## src/verilog/pss_pkg.sv

```systemverilog
// Constants, types and carriers of the protection and start-up sequencer.
// Assumes one 250 MHz system clock shared by every user of this package.
package pss_pkg;

    // Clock and soft-start step timing
    localparam int          CLK_PERIOD_PS = 4000;
    localparam int          SS_STEP_NS    = 1000;
    localparam int          SS_STEP_CYC   = (SS_STEP_NS * 1000 + CLK_PERIOD_PS - 1) / CLK_PERIOD_PS;
    localparam logic [7:0]  SS_TMR_LAST   = 8'(SS_STEP_CYC - 1);
    localparam logic [1:0]  SS_STEP_LAST  = 2'h3;

    // Serial bus slave; device address value is arbitrary
    localparam logic [6:0]  DEV_ADDR      = 7'h46;
    localparam logic [3:0]  CNT_ACK       = 4'h8;

    // Standby and soft-start control register
    localparam logic [7:0]  CTRL_SUB      = 8'h1A;
    localparam logic [7:0]  CTRL_RST      = 8'h00;
    localparam int          SS_BIT        = 0;
    localparam int          STANDBY_BIT   = 1;

    typedef enum logic [1:0] {
        SQ_STANDBY   = 2'b00,
        SQ_SOFTSTART = 2'b01,
        SQ_ACTIVE    = 2'b10,
        SQ_PROTECT   = 2'b11
    } pss_seq_t;

    typedef enum logic [1:0] {
        PH_IDLE = 2'b00,
        PH_ADDR = 2'b01,
        PH_SUB  = 2'b10,
        PH_DATA = 2'b11
    } pss_phase_t;

    typedef struct packed {
        logic       stb;
        logic [7:0] sub;
        logic [7:0] data;
    } pss_wr_t;

    typedef struct packed {
        logic dip;
        logic ovp;
    } pss_cause_t;

    typedef struct packed {
        logic vertical_out_a;
        logic vertical_out_b;
        logic horizontal_drive_out;
        logic supply_boost_drive_out;
        logic lock_loss_flag;
        logic clamp_blank_out;
        logic pll_discharge;
    } pss_drv_t;

endpackage

```

## src/verilog/pss_bus_slave.sv

```systemverilog
// Write-only two-wire bus slave with acknowledge gating for standby.
// Assumes raw scl/sda pin levels; the data line is open drain, pulled low while sda_oe is high.
`timescale 1ns/1ps
module pss_bus_slave
    import pss_pkg::*;
(
    input  wire logic    clk_sys,
    input  wire logic    arst_n,
    input  wire logic    scl_pin,
    input  wire logic    sda_pin,
    input  wire logic    bus_en,
    input  wire logic    active,
    output logic         sda_oe,
    output pss_wr_t      wr
);
    logic [1:0] scl_s_ff, sda_s_ff, nxt_scl_s, nxt_sda_s;
    logic       scl_d_ff, sda_d_ff, nxt_scl_d, nxt_sda_d;
    pss_phase_t phase_ff, nxt_phase;
    logic [3:0] cnt_ff, nxt_cnt;
    logic [7:0] sh_ff, nxt_sh, sub_ff, nxt_sub;
    logic       oe_ff, nxt_oe, ack_ok;
    pss_wr_t    wr_ff, nxt_wr;
    logic       scl_rise, scl_fall, start, stop;

    ////////////////////////////////////////////////////////////////////////////
    // Edges only from second sync stage onward
    assign scl_rise = scl_s_ff[1] & ~scl_d_ff;
    assign scl_fall = ~scl_s_ff[1] & scl_d_ff;
    assign start    = scl_s_ff[1] & scl_d_ff & sda_d_ff & ~sda_s_ff[1];
    assign stop     = scl_s_ff[1] & scl_d_ff & ~sda_d_ff & sda_s_ff[1];

    always_comb begin
        unique case (phase_ff)
            PH_IDLE: ack_ok = 1'b0;
            PH_ADDR: ack_ok = bus_en && sh_ff[7:1] == DEV_ADDR && !sh_ff[0];
            PH_SUB:  ack_ok = bus_en;
            PH_DATA: ack_ok = bus_en && (active || sub_ff == CTRL_SUB);
        endcase
    end

    ////////////////////////////////////////////////////////////////////////////
    always_comb begin
        nxt_scl_s = {scl_s_ff[0], scl_pin};
        nxt_sda_s = {sda_s_ff[0], sda_pin};
        nxt_scl_d = scl_s_ff[1];
        nxt_sda_d = sda_s_ff[1];
        nxt_phase = phase_ff;
        nxt_cnt   = cnt_ff;
        nxt_sh    = sh_ff;
        nxt_sub   = sub_ff;
        nxt_oe    = oe_ff;
        nxt_wr    = '0;
        if (start) begin
            nxt_phase = PH_ADDR;
            nxt_cnt   = 4'h0;
            nxt_oe    = 1'b0;
        end else if (stop) begin
            nxt_phase = PH_IDLE;
            nxt_oe    = 1'b0;
        end else if (phase_ff != PH_IDLE) begin
            if (scl_rise) begin
                if (cnt_ff == CNT_ACK) begin
                    nxt_cnt = 4'h0;
                    if (!oe_ff) begin
                        nxt_phase = PH_IDLE;
                    end else begin
                        unique case (phase_ff)
                            PH_IDLE, PH_ADDR: nxt_phase = PH_SUB;
                            PH_SUB: begin
                                nxt_phase = PH_DATA;
                                nxt_sub   = sh_ff;
                            end
                            PH_DATA: nxt_sub = sub_ff + 8'h01;
                        endcase
                    end
                end else begin
                    nxt_sh  = {sh_ff[6:0], sda_s_ff[1]};
                    nxt_cnt = cnt_ff + 4'h1;
                end
            end
            if (scl_fall) begin
                nxt_oe = 1'b0;
                if (cnt_ff == CNT_ACK) begin
                    nxt_oe      = ack_ok;
                    // Data without acknowledge is never stored
                    nxt_wr.stb  = ack_ok && phase_ff == PH_DATA;
                    nxt_wr.sub  = sub_ff;
                    nxt_wr.data = sh_ff;
                end
            end
        end
    end

    always_ff @(posedge clk_sys or negedge arst_n) begin
        if (!arst_n) begin
            scl_s_ff <= 2'h3;
            sda_s_ff <= 2'h3;
            scl_d_ff <= 1'b1;
            sda_d_ff <= 1'b1;
            phase_ff <= PH_IDLE;
            cnt_ff   <= 4'h0;
            sh_ff    <= 8'h00;
            sub_ff   <= 8'h00;
            oe_ff    <= 1'b0;
            wr_ff    <= '0;
        end else begin
            scl_s_ff <= nxt_scl_s;
            sda_s_ff <= nxt_sda_s;
            scl_d_ff <= nxt_scl_d;
            sda_d_ff <= nxt_sda_d;
            phase_ff <= nxt_phase;
            cnt_ff   <= nxt_cnt;
            sh_ff    <= nxt_sh;
            sub_ff   <= nxt_sub;
            oe_ff    <= nxt_oe;
            wr_ff    <= nxt_wr;
        end
    end

    assign sda_oe = oe_ff;
    assign wr     = wr_ff;
endmodule

```

## src/verilog/pss_sequencer.sv

```systemverilog
// Protection and start-up sequencer gating the drive outputs of a deflection controller.
// Assumes supply comparators, over-voltage and loop-filter levels arrive asynchronously;
// lock_lost_in comes from logic on clk_sys. Drive enables high mean released to the stage.
`timescale 1ns/1ps
module pss_sequencer
    import pss_pkg::*;
(
    input  wire logic     clk_sys,
    input  wire logic     arst_n,
    input  wire logic     scl_pin,
    input  wire logic     sda_pin,
    output logic          sda_oe,
    input  wire logic     supply_above_8v3,
    input  wire logic     supply_above_8v1,
    input  wire logic     tube_overvoltage_input,
    input  wire logic     phase_loop_filter_pin,
    input  wire logic     lock_lost_in,
    output pss_drv_t      gated_out,
    output pss_seq_t      seq_state
);
    logic [3:0] in_s1_ff, in_s2_ff;
    pss_seq_t   state_ff, nxt_state;
    logic [7:0] reg_ff, nxt_reg;
    pss_cause_t cause_ff, nxt_cause;
    logic [1:0] step_ff, nxt_step;
    logic [7:0] tmr_ff, nxt_tmr;
    pss_drv_t   drv_ff, nxt_drv;
    logic       bus_en_ff, act_ff;
    pss_wr_t    wr;
    logic       sup83, sup81, ovp, pll_low;
    logic       running, soft_wr, run_ok, prot;
    logic [2:0] lvl;

    ////////////////////////////////////////////////////////////////////////////
    // Two-stage synchronisers for asynchronous levels
    always_ff @(posedge clk_sys or negedge arst_n) begin
        if (!arst_n) begin
            in_s1_ff <= 4'h8;
            in_s2_ff <= 4'h8;
        end else begin
            in_s1_ff <= {phase_loop_filter_pin, tube_overvoltage_input,
                         supply_above_8v1, supply_above_8v3};
            in_s2_ff <= in_s1_ff;
        end
    end

    assign sup83   = in_s2_ff[0];
    assign sup81   = in_s2_ff[1];
    assign ovp     = in_s2_ff[2];
    assign pll_low = ~in_s2_ff[3];

    ////////////////////////////////////////////////////////////////////////////
    // Bus slave; acknowledge gating depends on flopped supply and run state
    pss_bus_slave pss_bus_slave_inst (
        .clk_sys (clk_sys),
        .arst_n  (arst_n),
        .scl_pin (scl_pin),
        .sda_pin (sda_pin),
        .bus_en  (bus_en_ff),
        .active  (act_ff),
        .sda_oe  (sda_oe),
        .wr      (wr)
    );

    assign running = state_ff == SQ_SOFTSTART || state_ff == SQ_ACTIVE;
    assign soft_wr = wr.stb && wr.sub == CTRL_SUB;
    assign run_ok  = sup83 && reg_ff[SS_BIT] && !reg_ff[STANDBY_BIT]
                     && cause_ff == '0 && !ovp;

    ////////////////////////////////////////////////////////////////////////////
    // Control register and latched protection causes
    always_comb begin
        nxt_reg   = reg_ff;
        nxt_cause = cause_ff;
        if (soft_wr) begin
            nxt_reg = wr.data;
        end
        // Only standby is reset; a dip keeps the bit so supply can restart
        if (!sup83 && state_ff == SQ_STANDBY) begin
            nxt_reg = CTRL_RST;
        end
        if (soft_wr && wr.data[SS_BIT]) begin
            nxt_cause = '0;
        end
        if (sup83 && reg_ff[SS_BIT]) begin
            nxt_cause.dip = 1'b0;
        end
        // Set wins over any clear in the same cycle
        if (running && !sup81) begin
            nxt_cause.dip = 1'b1;
        end
        if (ovp) begin
            nxt_cause.ovp = 1'b1;
        end
    end

    always_ff @(posedge clk_sys or negedge arst_n) begin
        if (!arst_n) begin
            reg_ff   <= CTRL_RST;
            cause_ff <= '0;
        end else begin
            reg_ff   <= nxt_reg;
            cause_ff <= nxt_cause;
        end
    end

    ////////////////////////////////////////////////////////////////////////////
    // Sequencer state
    always_comb begin
        nxt_state = state_ff;
        nxt_step  = step_ff;
        nxt_tmr   = tmr_ff;
        unique case (state_ff)
            SQ_STANDBY: begin
                if (run_ok) begin
                    nxt_state = SQ_SOFTSTART;
                    nxt_step  = 2'h0;
                    nxt_tmr   = 8'h00;
                end
            end
            SQ_SOFTSTART, SQ_ACTIVE: begin
                if (!sup81 || ovp) begin
                    nxt_state = SQ_PROTECT;
                end else if (!reg_ff[SS_BIT] || reg_ff[STANDBY_BIT]) begin
                    nxt_state = SQ_STANDBY;
                end else if (state_ff == SQ_SOFTSTART) begin
                    nxt_tmr = tmr_ff + 8'h01;
                    if (tmr_ff == SS_TMR_LAST) begin
                        nxt_tmr  = 8'h00;
                        nxt_step = step_ff + 2'h1;
                        if (step_ff == SS_STEP_LAST) begin
                            nxt_state = SQ_ACTIVE;
                        end
                    end
                end
            end
            SQ_PROTECT: begin
                // Leave only once every latched and live cause is gone
                if (cause_ff == '0 && !ovp && sup83) begin
                    nxt_state = run_ok ? SQ_SOFTSTART : SQ_STANDBY;
                    nxt_step  = 2'h0;
                    nxt_tmr   = 8'h00;
                end
            end
        endcase
    end

    always_ff @(posedge clk_sys or negedge arst_n) begin
        if (!arst_n) begin
            state_ff <= SQ_STANDBY;
            step_ff  <= 2'h0;
            tmr_ff   <= 8'h00;
        end else begin
            state_ff <= nxt_state;
            step_ff  <= nxt_step;
            tmr_ff   <= nxt_tmr;
        end
    end

    ////////////////////////////////////////////////////////////////////////////
    // Output gating: vertical, horizontal, boost, then lock flag
    always_comb begin
        unique case (state_ff)
            SQ_ACTIVE:    lvl = 3'h4;
            SQ_SOFTSTART: lvl = {1'b0, step_ff} + 3'h1;
            SQ_STANDBY,
            SQ_PROTECT:   lvl = 3'h0;
        endcase
        // Grounded loop filter forces protection without touching state
        prot = !running || pll_low;
        nxt_drv.vertical_out_a         = !pll_low && lvl > 3'h0;
        nxt_drv.vertical_out_b         = !pll_low && lvl > 3'h0;
        nxt_drv.horizontal_drive_out   = !pll_low && lvl > 3'h1;
        nxt_drv.supply_boost_drive_out = !pll_low && lvl > 3'h2;
        nxt_drv.lock_loss_flag         = !pll_low && lvl > 3'h3 && !lock_lost_in;
        nxt_drv.clamp_blank_out        = prot;
        nxt_drv.pll_discharge          = prot;
    end

    always_ff @(posedge clk_sys or negedge arst_n) begin
        if (!arst_n) begin
            drv_ff    <= 7'h03;
            bus_en_ff <= 1'b0;
            act_ff    <= 1'b0;
        end else begin
            drv_ff    <= nxt_drv;
            bus_en_ff <= sup83;
            act_ff    <= running;
        end
    end

    assign gated_out = drv_ff;
    assign seq_state = state_ff;
endmodule
```

## config.mk

```make
export PLATFORM = sky130hd
export DESIGN_NAME = pss_sequencer
export DESIGN_NICKNAME = d
export VERILOG_FILES = /design/src/verilog/pss_pkg.sv /design/src/verilog/pss_bus_slave.sv /design/src/verilog/pss_sequencer.sv
export SDC_FILE = /design/constraint.sdc
export NUM_CORES = 1
export LEC_CHECK = 0
export ABC_AREA = 1
export BUFFER_PORTS_ARGS = -buffer_cell sky130_fd_sc_hd__buf_2
export CAP_MARGIN = 25
export CORE_MARGIN = 5
export CORE_UTILIZATION = 36
export CTS_CLUSTER_SIZE = 24
export DETAILED_ROUTE_END_ITERATION = 8
export GPL_TIMING_DRIVEN = 0
export PLACE_DENSITY_LB_ADDON = 0.3
export SLEW_MARGIN = 40
export SYNTH_ARGS = -nofsm -noshare
export SYNTH_HDL_FRONTEND = slang
export SYNTH_SLANG_ARGS = --single-unit
```

## constraint.sdc

```tcl
create_clock -name clk_sys -period 2.3 [get_ports clk_sys]
set_input_delay 0.575 -clock clk_sys [delete_from_list [all_inputs] [get_ports clk_sys]]
set_output_delay 0.575 -clock clk_sys [all_outputs]
set_load 0.005 [all_outputs]
```

; ---- Yosys cells after proc, flatten, opt, wreduce, memory -nomap -nowiden
; Index checks and enable logic that the tools add are counted.
[totals]
romBits = 0
latch_bits = 0
in_bits = 9
ff_bits = 71
n_memories = 0
out_inout_bits = 10
elab_cells = 185
mem_bits_rw = 0
[op_classes]
div = 0
mux = 54
n_reduce_logical = 57
addsub = 5
n_lt_le_gt_ge = 4
bitwise_logic = 15
n_mul = 0
shift = 0
eq_ne = 23
[ops]
columns = operator, n
row1 = $mux 17, 5
row2 = $mux 8, 6
row3 = $mux 2, 22
row4 = $pmux 8 s3, 1
row5 = $mux 4, 5
row6 = $logic_and 1x1->1, 19
row7 = $add 8x1->8 const B, 2
row8 = $eq 8x5->1 const B, 2
row9 = $pmux 8 s2, 1
row10 = $reduce_and 5->1, 3
row11 = $reduce_bool 3->1, 5
row12 = $ne 2x2->1 const B, 6
row13 = $ne 4x4->1 const B, 3
row14 = $pmux 2 s3, 2
row15 = $reduce_bool 2->1, 6
row16 = $eq 2x2->1 const B, 5
row17 = $mux 1, 9
row18 = $pmux 3 s3, 1
row19 = $eq 8x8->1 const B, 1
row20 = $logic_not 1->1, 8
row21 = $not 1->1, 8
row22 = $and 1x1->1, 7
row23 = $eq 7x7->1 const B, 1
row24 = $reduce_and 7->1, 1
row25 = other kinds (18), 29

; ---- Longest topological paths before layout
; Gate-level depths: netlist of the first run.
[logic_depth]
ltp_word = 10
ltp_mapped = 11
depth_no_buf = 11

; ---- By module
; A second synthesis of the first run with hierarchy kept.
[unflattened]
hier_cells = 447
area_unflattened_um2 = 3811.2
[by_module_without_submodules]
columns = mod, seq_area_each_um2, cells_per_inst, instances, area_each_um2
row1 = pss_bus_slave, 1158.6, 245, 1, 2102.0
row2 = pss_sequencer, 779.5, 202, 1, 1709.1

; ---- Least setup slack after synthesis of the first run
; OpenSTA, ideal clock, no wires.
[synth_timing]
path_kind = flip-flop to flip-flop
startpoint = register state_ff[0], in the netlist seq_state[0]
endpoint = register state_ff[0], in the netlist seq_state[0]
arrival_ps = 1430
n_path_buf = 0
period_less_slack_ps = 1547
setup_time_ps = 117
t_required_ps = 2183
path_stages_with_launch = 11
path_slack_ps = 753
path_cell_list = dfrtp_1 > inv_1 > ha_1 > inv_2 > nor2_1 > nor2_1 > nand2_2 > nand2_2 > nand2_2 > nand2_1 > nand2_1
[synth_between]
elab_chain_len = 4
elab_cells_between_ends = 12
cone_classes = 8 x eq/ne / 1 x mux / 3 x reduce/logical
[synth_lines]
columns = item, line
row1 = "start, declared", pss_sequencer.sv:22  ; pss_seq_t state_ff, nxt_state;
row2 = "start signal, assigned", pss_sequencer.sv:154  ; state_ff <= nxt_state;
row3 = $eq 2x2->1 / $eq 2x1->1 (equally long branches), "pss_sequencer.sv:113, pss_sequencer.sv:126"
row4 = $reduce_or 2->1, pss_sequencer.sv:113  ; unique case (state_ff)
row5 = $ne 4x4->1 (no line), -
row6 = $reduce_and 5->1 (no line), -
; Parallel ways exist; a longest one is shown, timed or not.
; A chain may end at the register's enable or synchronous reset.

; ---- Worst setup path after layout of the first run
[layout_timing]
startpoint = register state_ff[0], in the netlist seq_state[0]
endpoint = register state_ff[1], in the netlist seq_state[1]
; The elaborated chain is that of the path after synthesis.

==> metrics.md, run 1 <==
| Metric | Value |
|---|---|
| Minimum clock period after layout | `about 1700 ps` |
| Maximum number of pins on one net before global-route repair | `49` |
| Global-route wire length before repair | `11400 µm` |
| Ant. Diodes | `0` |
| Cell count after synthesis | `between 400 and 500` |
| Post-Synthesis Mean Instance Area | `around 8.4 µm²` |
| Die Wd | `108 µm` |
| Power per unit of standard cell area | `~700 nW/µm²` |
| Via count of the first global-routing pass | `2526` |
| Crit path cell chain | `inv_1 -> ha_1 -> inv_2 -> nor2_1 -> nor2_1 -> nand2_2 -> nand2_2 -> nand2_2 -> nand2_1 -> nand2_1` |
| Leading cell types by count after synthesis | `100 x sky130_fd_sc_hd__nand2_1, 62 x sky130_fd_sc_hd__dfrtp_1, 49 x sky130_fd_sc_hd__inv_1, 34 x sky130_fd_sc_hd__nor2_1, 28 x sky130_fd_sc_hd__nand3_1` |
| Pre-CTS worst setup slack | `562 ps` |
| Number of optimization iterations in the first detailed-route pass | `5` |
| IO Port Bufs | `18` |
| Post CTS Setup Buffer Count | `0` |
| Clock buffer depth | `2` |
| Share of synthesized flip-flops with an asynchronous set or reset | `100%` |
| Hold WC Path Type | `input pin to async pin` |
| Max Clock Skew | `11.2 ps` |
| Starting density of the core | `37.3%` |
| Floorplan die area | `about 12000 µm²` |
| Cell area after placement | `3740 µm²` |
| Top_reg_cell synth | `sky130_fd_sc_hd__dfrtp_1` |
| Fin area | `just under 4000 µm²` |
| Vias | `2674` |
| Num CTS Buffers | `9` |
| Total of fill cells in the finished design | `962` |
| Clock input transition at the sequential cells of the worst setup and hold paths | `80 ps` |
| Part of the Yosys area used for sequential elements | `between 50 and 60%` |
| Data arrival time of the critical path | `1980 ps` |
| I/O pin total | `19` |
| Critical path launch point type | `flip-flop` |
| Slew Viols, Final | `0` |
| Hold Vio Cnt, Final | `0` |
| Root buffer cell | `sky130_fd_sc_hd__clkbuf_8` |
| TritonCTS clock tree | `done` |
| Crit-path max cell delay | `450 ps` |
| Fraction of post-synthesis cell area in the top cell type by area | `44.9%` |
| Pin slew with the least headroom to its limit | `375 ps` |
| WL final | `6490 µm` |
| Leading cell types by total area after synthesis | `sky130_fd_sc_hd__dfrtp_1 45%, sky130_fd_sc_hd__nand2_1 11%, sky130_fd_sc_hd__dfstp_2 6.8%` |
| DPL Wire Length | `4690 µm` |
| Synth-to-layout area growth | `14.7%` |
| Largest voltage drop on the vdd net | `0.483 mV` |
| Cell type with the highest aggregate area in the netlist | `sky130_fd_sc_hd__dfrtp_1` |
| Status | `completed` |
| P_leak | `1.96 nW` |
| Number of setup violations in the final report | `0` |
| GP Congestion | `~0.80` |
| Mean routed wirelength per cell | `approximately 11 µm` |
| Initial DRC count | `130` |
| Relative max-transition margin | `between 70% and 80%` |
| Overall fraction of global-route tracks in use | `12.2%` |
| Library cell contributing the largest single delay on the critical path | `sky130_fd_sc_hd__ha_1` |
| # resized after CTS | `0` |
| Crit path kind | `flip-flop to flip-flop` |
| CTS HTree Levels | `3` |
| Remaining DRCs | `0` |
| Buffers plus inverters on the worst setup path | `2` |
| Setup crit end kind | `flip-flop` |
| Highest Clock Rate | `approximately 0.57 GHz` |
| Number of core rows | `35` |
| Setup slack of the critical path after layout | `555 ps` |
| Final net count | `460` |
| Hold Buf Count CTS | `0` |
| Top Family by Delay on Critical Path | `adder cells` |
| Data required, critical path | `about 2500 ps` |
| TritonCTS Sinks | `between 70 and 80` |
| Count of flip-flops with a built-in enable after synthesis | `0` |
| Post-route setup TNS | `0 ps` |
| Worst-Skew Late Latency | `340 ps` |
| Layout cell share with drive strength beyond 1 | `18.2%` |
| Placeable core area | `9280 µm²` |
| Setup repair after global routing missed its margin | `false` |
| Ys Warns | `0` |
| Count of cell types in the netlist | `31` |
| Leftover overflow at the end of global routing | `0` |
| Net Count, Synth | `430` |
| Number of storage elements in the synthesis netlist | `71` |
| CP most frequent cell | `sky130_fd_sc_hd__nand2_2` |
| Count leader, synth | `sky130_fd_sc_hd__nand2_1` |
| Antenna violation net count after detailed routing | `0` |
| # Max-Cap Violations | `0` |
| Highest fanout seen on the critical path | `10` |
| Post-route fraction of the period consumed by the critical path | `about 76%` |
| Antenna violations before repair | `0` |
| Vias per cell | `between 4 and 5` |
| Die Span Y | `108 µm` |
| Post-Synthesis Cell Area | `3460 µm²` |
==> power by group <==
group	switching (mW)	total [mW]	leakage (nW)	internal, mW
sequential	0.0989	1.46	0.925	1.36
combinational	0.166	0.274	0.920	0.108
clock	0.453	1.12	0.114	0.670
total	0.718	2.86	1.96	2.14
==> worst reg2reg max path, delay by kind of cell (launching register included) <==
kind	cells	cell delay (ps)
DFF	1	410
adders and majority gates	1	450
and+or+nand+nor	7	450
buffers and inverters	2	320
==> path summary, 6_finish.rpt <==
| path | start | endpoint | slack (ps) | cells after the start |
|---|---|---|---|---|
| max | seq_state[0] | seq_state[1] | 550 | 10 |
| min | arst_n | pss_bus_slave_inst.cnt_ff[3] | 70 | 1 |
| max reg2reg | seq_state[0] | seq_state[1] | 550 | 10 |
| min reg2reg | in_s1_ff[2] | in_s2_ff[2] | 350 | 0 |
| max in group asynchronous | arst_n | gated_out[0] | 1660 | 2 |
| min in group clk_sys | sda_pin | pss_bus_slave_inst.sda_s_ff[0] | 320 | 1 |
==> routing by layer <==
layer | track usage, % | vias to the layer above | wire [µm]
met5 | 0 | - | 0
met4 | 6.49 | 0 | 138
met3 | 1.43 | 9 | 131
met2 | 20.1 | 32 | 3140
met1 | 15.6 | 1268 | 3080
li1 | - | 1365 | -
==> metrics by stage <==
stage	total power, mW	util [%]	instances	hold slack (ps)
global placement	1.74	40.0	557	333
detailed placement	1.76	40.3	558	336
finish	2.86	42.7	574	74.3
CTS	2.89	42.7	574	63.8
floorplan	1.65	-	410	279
global route	3.00	42.7	574	72.2
==> flip-flops by register name, indices dropped and copies added, names as in the netlist, 2 cells and up <==
register and flops:
seq_state 2, pss_bus_slave_inst.sub_ff 8, tmr_ff 8, pss_bus_slave_inst.wr 11, step_ff 2, in_s1_ff 4
pss_bus_slave_inst.cnt_ff 4, pss_bus_slave_inst.sda_s_ff 2, pss_bus_slave_inst.sh_ff 8, in_s2_ff 4, pss_bus_slave_inst.scl_s_ff 2, cause_ff 2
reg_ff 2, pss_bus_slave_inst.phase_ff 2, gated_out 5
==> cell families after synthesis <==
group / after synthesis / synth area share, %
buffers and inverters: 67 / 7.78
AO/OA/AOI/OAI: 51 / 7.92
XOR/XNOR: 2 / 0.507
flip-flops: 71 / 51.7
AND/OR/NAND/NOR: 208 / 28.1
adder cells (fa/ha/maj): 11 / 3.98
==> final cells by class <==
class,count,area (µm²),area share (%)
Tap cell,129,161,4.07
Inverter,61,229,5.77
Multi-Input combinational cell,272,1400,35.3
Buffer,6,40.0,1.01
Timing Repair Buffer,19,124,3.12
Clock buffer,13,159,4.01
Clock inverter,3,65.1,1.64
Sequential cell,71,1790,45.1
==> layout by cell type, fill, tap and decap left out, types with 2 or more instances in the layout <==
cell and n:
sky130_fd_sc_hd__nand2_1 100, sky130_fd_sc_hd__dfrtp_1 62, sky130_fd_sc_hd__inv_1 49, sky130_fd_sc_hd__nor2_1 34, sky130_fd_sc_hd__nand3_1 28, sky130_fd_sc_hd__buf_2 19
sky130_fd_sc_hd__o21ai_1 15, sky130_fd_sc_hd__a21oi_1 15, sky130_fd_sc_hd__o21ai_0 13, sky130_fd_sc_hd__nor3_1 12, sky130_fd_sc_hd__inv_2 11, sky130_fd_sc_hd__ha_1 11
sky130_fd_sc_hd__clkbuf_8 11, sky130_fd_sc_hd__nand4_1 10, sky130_fd_sc_hd__dfstp_2 9, sky130_fd_sc_hd__nand2_2 7, sky130_fd_sc_hd__nor2_2 5, sky130_fd_sc_hd__nor2_4 4
sky130_fd_sc_hd__clkbuf_1 3, sky130_fd_sc_hd__nand3_2 3, sky130_fd_sc_hd__o21bai_1 3, sky130_fd_sc_hd__nand2_4 2, sky130_fd_sc_hd__buf_6 2, sky130_fd_sc_hd__xor2_1 2
sky130_fd_sc_hd__o211ai_1 2, sky130_fd_sc_hd__o21a_1 2, sky130_fd_sc_hd__buf_4 2, sky130_fd_sc_hd__bufinv_16 2
Power figures use the tool's default switching activity.
==> run 2: changes to the inputs <==
==> constraint.sdc (replaced) <==
create_clock -name clk_sys -period 1.75 [get_ports clk_sys]
set_input_delay 0.4375 -clock clk_sys [delete_from_list [all_inputs] [get_ports clk_sys]]
set_output_delay 0.4375 -clock clk_sys [all_outputs]
set_load 0.005 [all_outputs]
==> run 2 against run 1 <==
Sequential cell count unchanged. Clock-buffer cell count is the same. Routed wire length is 0.22% higher. Largest power group unchanged.
==> metrics.md, run 2 (same netlist as run 1, synthesis figures left out) <==
| Metric | Value |
|---|---|
| Pin slew with the least headroom to its limit | `367 ps (-7.98 ps)` |
| Worst-Skew Late Latency | `340 ps (about the same)` |
| Layout cell share with drive strength beyond 1 | `18.6% (+0.41 points)` |
| # Max-Cap Violations | `0 (unchanged)` |
| I/O pin total | `19 (unchanged)` |
| Mean routed wirelength per cell | `11.3 µm (about the same)` |
| Power Internal | `2.81 mW (+31%)` |
| Clock buffer depth | `2 (unchanged)` |
| Cell area after placement | `3740 µm² (unchanged)` |
| Via count of the first global-routing pass | `2525 (-0.040%)` |
| Final net count | `461 (+0.22%)` |
| Num CTS Buffers | `9 (unchanged)` |
| Data arrival time of the critical path | `1820 ps (-160 ps)` |
| Floorplan die area | `11700 µm² (unchanged)` |
| Commonest non-fill, non-tap cell in the layout | `sky130_fd_sc_hd__nand2_1` |
| GP Congestion | `0.800 (unchanged)` |
| Leftover overflow at the end of global routing | `0 (unchanged)` |
| Remaining DRCs | `0 (unchanged)` |
| Total of fill cells in the finished design | `957 (-0.52%)` |
| Number of core rows | `35 (unchanged)` |
| Switching power of the nets | `943 µW (+31%)` |
| Global-route wire length before repair | `11400 µm (about the same)` |
| Initial DRC count | `117 (-10%)` |
| Post-route fraction of the period consumed by the critical path | `88.9% (+13 points)` |
| IO Port Bufs | `18 (unchanged)` |
| Largest voltage drop on the vdd net | `0.634 mV (+31%)` |
| DPL Wire Length | `4690 µm (unchanged)` |
| Placed insts | `558 (unchanged)` |
| Highest Clock Rate | `0.643 GHz (+12%)` |
| Setup repair after global routing missed its margin | `false` |
| Number of flip-flops in the largest register | `11 (unchanged)` |
| Setup crit end kind | `flip-flop` |
| Vias per cell | `4.63 (-0.51%)` |
| Antenna violation net count after detailed routing | `0 (unchanged)` |
| Filler-free cell count of the finished design | `575 (+0.17%)` |
| Synth-to-layout area growth | `15.6%` |
| Number of optimization iterations in the first detailed-route pass | `4 (-1)` |
| Data required, critical path | `2010 ps (-530 ps)` |
| Placeable core area | `9280 µm² (unchanged)` |
| Critical path launch point type | `flip-flop` |
| Number of setup violations in the final report | `0 (unchanged)` |
| CTS HTree Levels | `3 (unchanged)` |
| Overall fraction of global-route tracks in use | `12.2% (+0.013 points)` |
| Starting density of the core | `37.3% (unchanged)` |
| Die Wd | `108 µm (unchanged)` |
| Hold WC Path Type | `input pin to flip-flop` |
| Max Clock Skew | `11.2 ps (-0.00270 ps)` |
| Root buffer cell | `sky130_fd_sc_hd__clkbuf_8` |
| Switching part of the total | `25.1% (about the same)` |
| Portion of total power attributed to sequential cells | `51.0% (about the same)` |
| Antenna violations before repair | `0 (unchanged)` |
| Relative max-transition margin | `75.4% (+0.37 points)` |
| Die Span Y | `108 µm (unchanged)` |
| Maximum number of pins on one net before global-route repair | `49 (unchanged)` |
| Highest fanout seen on the critical path | `10 (unchanged)` |
| Power per unit of standard cell area | `939 nW/µm² (+31%)` |
| Slew Viols, Final | `0 (unchanged)` |
| Total chip power | `3.75 mW (+31%)` |
| WL final | `6510 µm (+0.22%)` |
| Clk network pwr share | `39.3% (about the same)` |
| Fin area | `4000 µm² (+0.73%)` |
| Combinational share of power | `9.7% (about the same)` |
| Minimum clock period after layout | `1560 ps (-189 ps)` |
| Hold Vio Cnt, Final | `0 (unchanged)` |
| P_leak | `1.97 nW (+0.38%)` |
| Most frequent cells in the layout | `100 x sky130_fd_sc_hd__nand2_1, 62 x sky130_fd_sc_hd__dfrtp_1, 49 x sky130_fd_sc_hd__inv_1` |
| TritonCTS clock tree | `done` |
| Post-route setup TNS | `0 ps (unchanged)` |
| TritonCTS Sinks | `71 (unchanged)` |
| Crit path kind | `flip-flop to flip-flop` |
| Clock input transition at the sequential cells of the worst setup and hold paths | `80 ps (about the same)` |
| Status | `completed` |
| Ant. Diodes | `0 (unchanged)` |
| Vias | `2665 (-0.34%)` |
==> run 2: cell count changes in the layout (fill, tap and decap cells not counted), sizes merged <==
cell         change
dlygate4sd3      +1
==> run 2: repair_timing <==
| item | in CTS | in global routing |
|---|---|---|
| buffers inserted | 0 | 0 |
| setup endpoints to repair | 2 | 10 |
| endpoints found under the hold margin | 16 | 0 |
| gates resized for setup | 2 | 2 |
| hold buffers | 1 | 0 |
==> run 2: final timing paths <==
kind,from,endpoint,slack (ps),cells after the start
setup / recovery,pss_bus_slave_inst.cnt_ff[0],pss_bus_slave_inst.sub_ff[2],190,8
setup reg to reg,pss_bus_slave_inst.cnt_ff[0],pss_bus_slave_inst.sub_ff[2],190,8
min in group asynchronous,arst_n,pss_bus_slave_inst.cnt_ff[3],500,2
max in group asynchronous,arst_n,gated_out[0],680,3
hold / removal,sda_pin,pss_bus_slave_inst.sda_s_ff[0],190,1
hold reg to reg,in_s1_ff[2],in_s2_ff[2],350,0
==> run 2: final cells by class <==
| class | instances | area (µm²) | area share (%) |
|---|---|---|---|
| timing repair buffer | 20 | 134 | 3.35 |
| clock buffer | 13 | 159 | 3.98 |
| buffer | 6 | 40.0 | 1.00 |
| clock inverter | 3 | 65.1 | 1.63 |
| inverter | 61 | 231 | 5.79 |
| multi-input combinational | 272 | 1420 | 35.5 |
| tap | 129 | 161 | 4.04 |
| sequential | 71 | 1790 | 44.7 |
==> run 2: metrics by stage <==
stage	setup slack, ps	hold WS (ps)	util, %
floorplan	203	142	-
global placement	-160	333	40.0
detailed placement	11.9	308	40.3
CTS	15.5	168	42.9
global route	3.74	170	43.0
finish	194	187	43.0
==> run 2: critical path, cell delays in order, from the launching register on <==
cell and delay, ps:
sky130_fd_sc_hd__dfrtp_1 400, sky130_fd_sc_hd__inv_1 100, sky130_fd_sc_hd__ha_1 150, sky130_fd_sc_hd__nand2_1 80
sky130_fd_sc_hd__nor2_4 180, sky130_fd_sc_hd__nand2_2 150, sky130_fd_sc_hd__inv_2 180, sky130_fd_sc_hd__o21ai_1 90
sky130_fd_sc_hd__a21oi_1 150
==> run 2: power by group through the flow <==
stage	logic [mW]	clock network [mW]	registers, mW
floorplan	0.261	0	1.91
global placement	0.347	0	1.95
detailed placement	0.368	0	1.95
CTS	0.371	1.51	1.92
global route	0.425	1.58	1.94
finish	0.363	1.48	1.92
==> run 2: per-layer routing <==
metal / global-route usage [%] / share of wire (%) / wire length (µm)
met3: 1.43 / 1.9 / 122
met4: 6.49 / 2.1 / 138
met5: 0 / 0 / 0
met1: 15.6 / 48 / 3100
met2: 20.2 / 48 / 3140
==> run 3: changes to the inputs <==
--- a/config.mk
+++ b/config.mk
@@ -6,6 +6,7 @@
 export NUM_CORES = 1
 export LEC_CHECK = 0
 export ABC_AREA = 1
+export ABC_CLOCK_PERIOD_IN_PS = 1750
 export BUFFER_PORTS_ARGS = -buffer_cell sky130_fd_sc_hd__buf_2
 export CAP_MARGIN = 25
 export CORE_MARGIN = 5
@@ -13,7 +14,6 @@
 export CTS_CLUSTER_SIZE = 24
 export DETAILED_ROUTE_END_ITERATION = 8
 export GPL_TIMING_DRIVEN = 0
-export PLACE_DENSITY_LB_ADDON = 0.3
 export SLEW_MARGIN = 40
 export SYNTH_ARGS = -nofsm -noshare
 export SYNTH_HDL_FRONTEND = slang
==> run 3 against run 2 <==
Core utilization fell by 0.62 points. Clock-buffer cell count unchanged. Clock skew fell by 4.4 ps. Sequential cell count unchanged. Routed wire length decreased by 0.57%. Sequential power is essentially flat. Clock power down 22%. Critical path depth up 2. Largest cell class unchanged. Hold slack improved by 10 ps. Fmax down 1.8%. Die area unchanged.
==> metrics.md, run 3 (same netlist as run 1, synthesis figures left out) <==
| Metric | Value |
|---|---|
| Worst-Skew Late Latency | `330 ps (about the same)` |
| Leftover overflow at the end of global routing | `0 (unchanged)` |
| Num CTS Buffers | `9 (unchanged)` |
| Synth-to-layout area growth | `13.9%` |
| Total chip power | `3.44 mW (-8.3%)` |
| Vias | `2663 (-0.075%)` |
| Total of fill cells in the finished design | `968 (+1.1%)` |
| Clock buffer depth | `2 (unchanged)` |
| Hold_ws | `197 ps (+9.98 ps)` |
| Commonest non-fill, non-tap cell in the layout | `sky130_fd_sc_hd__nand2_1` |
| Mean routed wirelength per cell | `11.2 µm (-0.57%)` |
| Slew Viols, Final | `0 (unchanged)` |
| Fin area | `3940 µm² (-1.4%)` |
| Data arrival time of the critical path | `1810 ps (about the same)` |
| Cell area after placement | `3740 µm² (unchanged)` |
| Highest fanout seen on the critical path | `10 (unchanged)` |
| Maximum number of pins on one net before global-route repair | `49 (unchanged)` |
| Remaining DRCs | `0 (unchanged)` |
| CTS HTree Levels | `3 (unchanged)` |
| Hold Vio Cnt, Final | `0 (unchanged)` |
| Post-route setup TNS | `0 ps (unchanged)` |
| Minimum clock period after layout | `1580 ps (+28.6 ps)` |
| Final net count | `461 (unchanged)` |
| Hold Path Depth | `1 (unchanged)` |
| Post-route fraction of the period consumed by the critical path | `90.6% (+1.6 points)` |
| Antenna violations before repair | `0 (unchanged)` |
| Ant. Diodes | `0 (unchanged)` |
| GP Congestion | `0.798 (-0.26%)` |
| Crit path kind | `flip-flop to flip-flop` |
| Pin slew with the least headroom to its limit | `383 ps (+16.8 ps)` |
| Die Wd | `108 µm (unchanged)` |
| Data required, critical path | `1970 ps (-40 ps)` |
| Setup repair after global routing missed its margin | `false` |
| Floorplan die area | `11700 µm² (unchanged)` |
| Antenna violation net count after detailed routing | `0 (unchanged)` |
| Setup crit end kind | `flip-flop` |
| Hold WC Path Type | `input pin to flip-flop` |
| Highest Clock Rate | `0.631 GHz (-1.8%)` |
| Number of core rows | `35 (unchanged)` |
| Root buffer cell | `sky130_fd_sc_hd__clkbuf_8` |
| Relative max-transition margin | `74.3% (-1.1 points)` |
| Initial DRC count | `114 (-2.6%)` |
| Starting density of the core | `37.3% (unchanged)` |
| TritonCTS clock tree | `done` |
| Post CTS Setup Buffer Count | `0 (unchanged)` |
| # Max-Cap Violations | `0 (unchanged)` |
| Largest voltage drop on the vdd net | `0.590 mV (-7.0%)` |
| Status | `completed` |
| Clock input transition at the sequential cells of the worst setup and hold paths | `70 ps (about the same)` |
| TritonCTS Sinks | `71 (unchanged)` |
| Setup slack of the critical path after layout | `165 ps (-28.6 ps)` |
| DPL Wire Length | `4770 µm (+1.7%)` |
| Placeable core area | `9280 µm² (unchanged)` |
| Filler-free cell count of the finished design | `575 (unchanged)` |
| Global-route wire length before repair | `11800 µm (+3.4%)` |
| WL final | `6470 µm (-0.57%)` |
| Power per unit of standard cell area | `874 nW/µm² (-7.0%)` |
| Final design utilization | `42.4% (-0.62 points)` |
| Layout cell share with drive strength beyond 1 | `18.6% (unchanged)` |
| Pre-CTS worst setup slack | `16.2 ps (+4.34 ps)` |
| Critical path launch point type | `flip-flop` |
| Number of setup violations in the final report | `0 (unchanged)` |
| IO Port Bufs | `18 (unchanged)` |
| P_leak | `1.94 nW (-1.3%)` |
| Number of optimization iterations in the first detailed-route pass | `4 (unchanged)` |
| Vias per cell | `4.63 (about the same)` |
| Number of cell instances on the worst register-to-register path | `10 (+2)` |
| Placed insts | `558 (unchanged)` |
| Via count of the first global-routing pass | `2606 (+3.2%)` |
| Most frequent cells in the layout | `100 x sky130_fd_sc_hd__nand2_1, 62 x sky130_fd_sc_hd__dfrtp_1, 49 x sky130_fd_sc_hd__inv_1` |
| Die Span Y | `108 µm (unchanged)` |
| Max Clock Skew | `6.74 ps (-4.41 ps)` |
| Overall fraction of global-route tracks in use | `12.5% (+0.30 points)` |
| Number of flip-flops in the largest register | `11 (unchanged)` |
| I/O pin total | `19 (unchanged)` |
[run 3: cell types whose count changed in the layout (fill, tap and decap cells not counted)]
cell                         delta
sky130_fd_sc_hd__bufinv_16      -2
sky130_fd_sc_hd__clkinv_2       +1
sky130_fd_sc_hd__clkinvlp_4     +1
sky130_fd_sc_hd__ha_2           +1
sky130_fd_sc_hd__ha_4           -1
[run 3: cell type report]
class | instances | area (µm²) | share of cell area (%)
well taps | 129 | 161 | 4.10
inverters | 61 | 231 | 5.88
flip-flops and latches | 71 | 1790 | 45.4
plain buffers | 6 | 40.0 | 1.02
clock inverters | 3 | 17.5 | 0.445
clock buffers | 13 | 159 | 4.03
repair buffers | 20 | 134 | 3.40
multi-input cells | 272 | 1410 | 35.7
[run 3: path summary, 6_finish.rpt]
path	slack, ps	start	to
hold / removal	200	sda_pin	pss_bus_slave_inst.sda_s_ff[0]
hold reg to reg	350	in_s1_ff[0]	in_s2_ff[0]
min in group asynchronous	520	arst_n	pss_bus_slave_inst.cnt_ff[3]
max in group asynchronous	670	arst_n	gated_out[0]
setup reg to reg	170	seq_state[0]	seq_state[0]
setup / recovery	170	seq_state[0]	seq_state[0]
[run 3: metal layers]
layer  wire [µm]  part of all wire [%]  track usage [%]  up-vias
met5           0                     0                0        -
met4          97                   1.5             5.23        0
met3         158                   2.4             2.27        7
met2        3120                    48             20.6       32
met1        3090                    48             16.1     1251
li1            -                     -                -     1373
[run 3: critical path, stage by stage, from the launching register on]
cell,delay (ps)
sky130_fd_sc_hd__dfrtp_1,420
sky130_fd_sc_hd__inv_1,80
sky130_fd_sc_hd__ha_2,380
sky130_fd_sc_hd__inv_4,150
sky130_fd_sc_hd__nor2_1,50
sky130_fd_sc_hd__nor2_1,100
sky130_fd_sc_hd__nand2_2,60
sky130_fd_sc_hd__nand2_2,70
sky130_fd_sc_hd__nand2_2,50
sky130_fd_sc_hd__nand2_1,50
sky130_fd_sc_hd__nand2_1,50
[run 3: where the power goes]
group / leakage [nW] / switching, mW / internal, mW
combinational: 0.925 / 0.215 / 0.144
sequential: 0.925 / 0.134 / 1.79
clock: 0.0894 / 0.574 / 0.589
[run 3: timing repair]
item | in CTS | in global routing
hold buffers | 1 | 0
gates resized for setup | 0 | 3
hold endpoints to repair | 16 | 0
setup endpoints to repair | 0 | 10
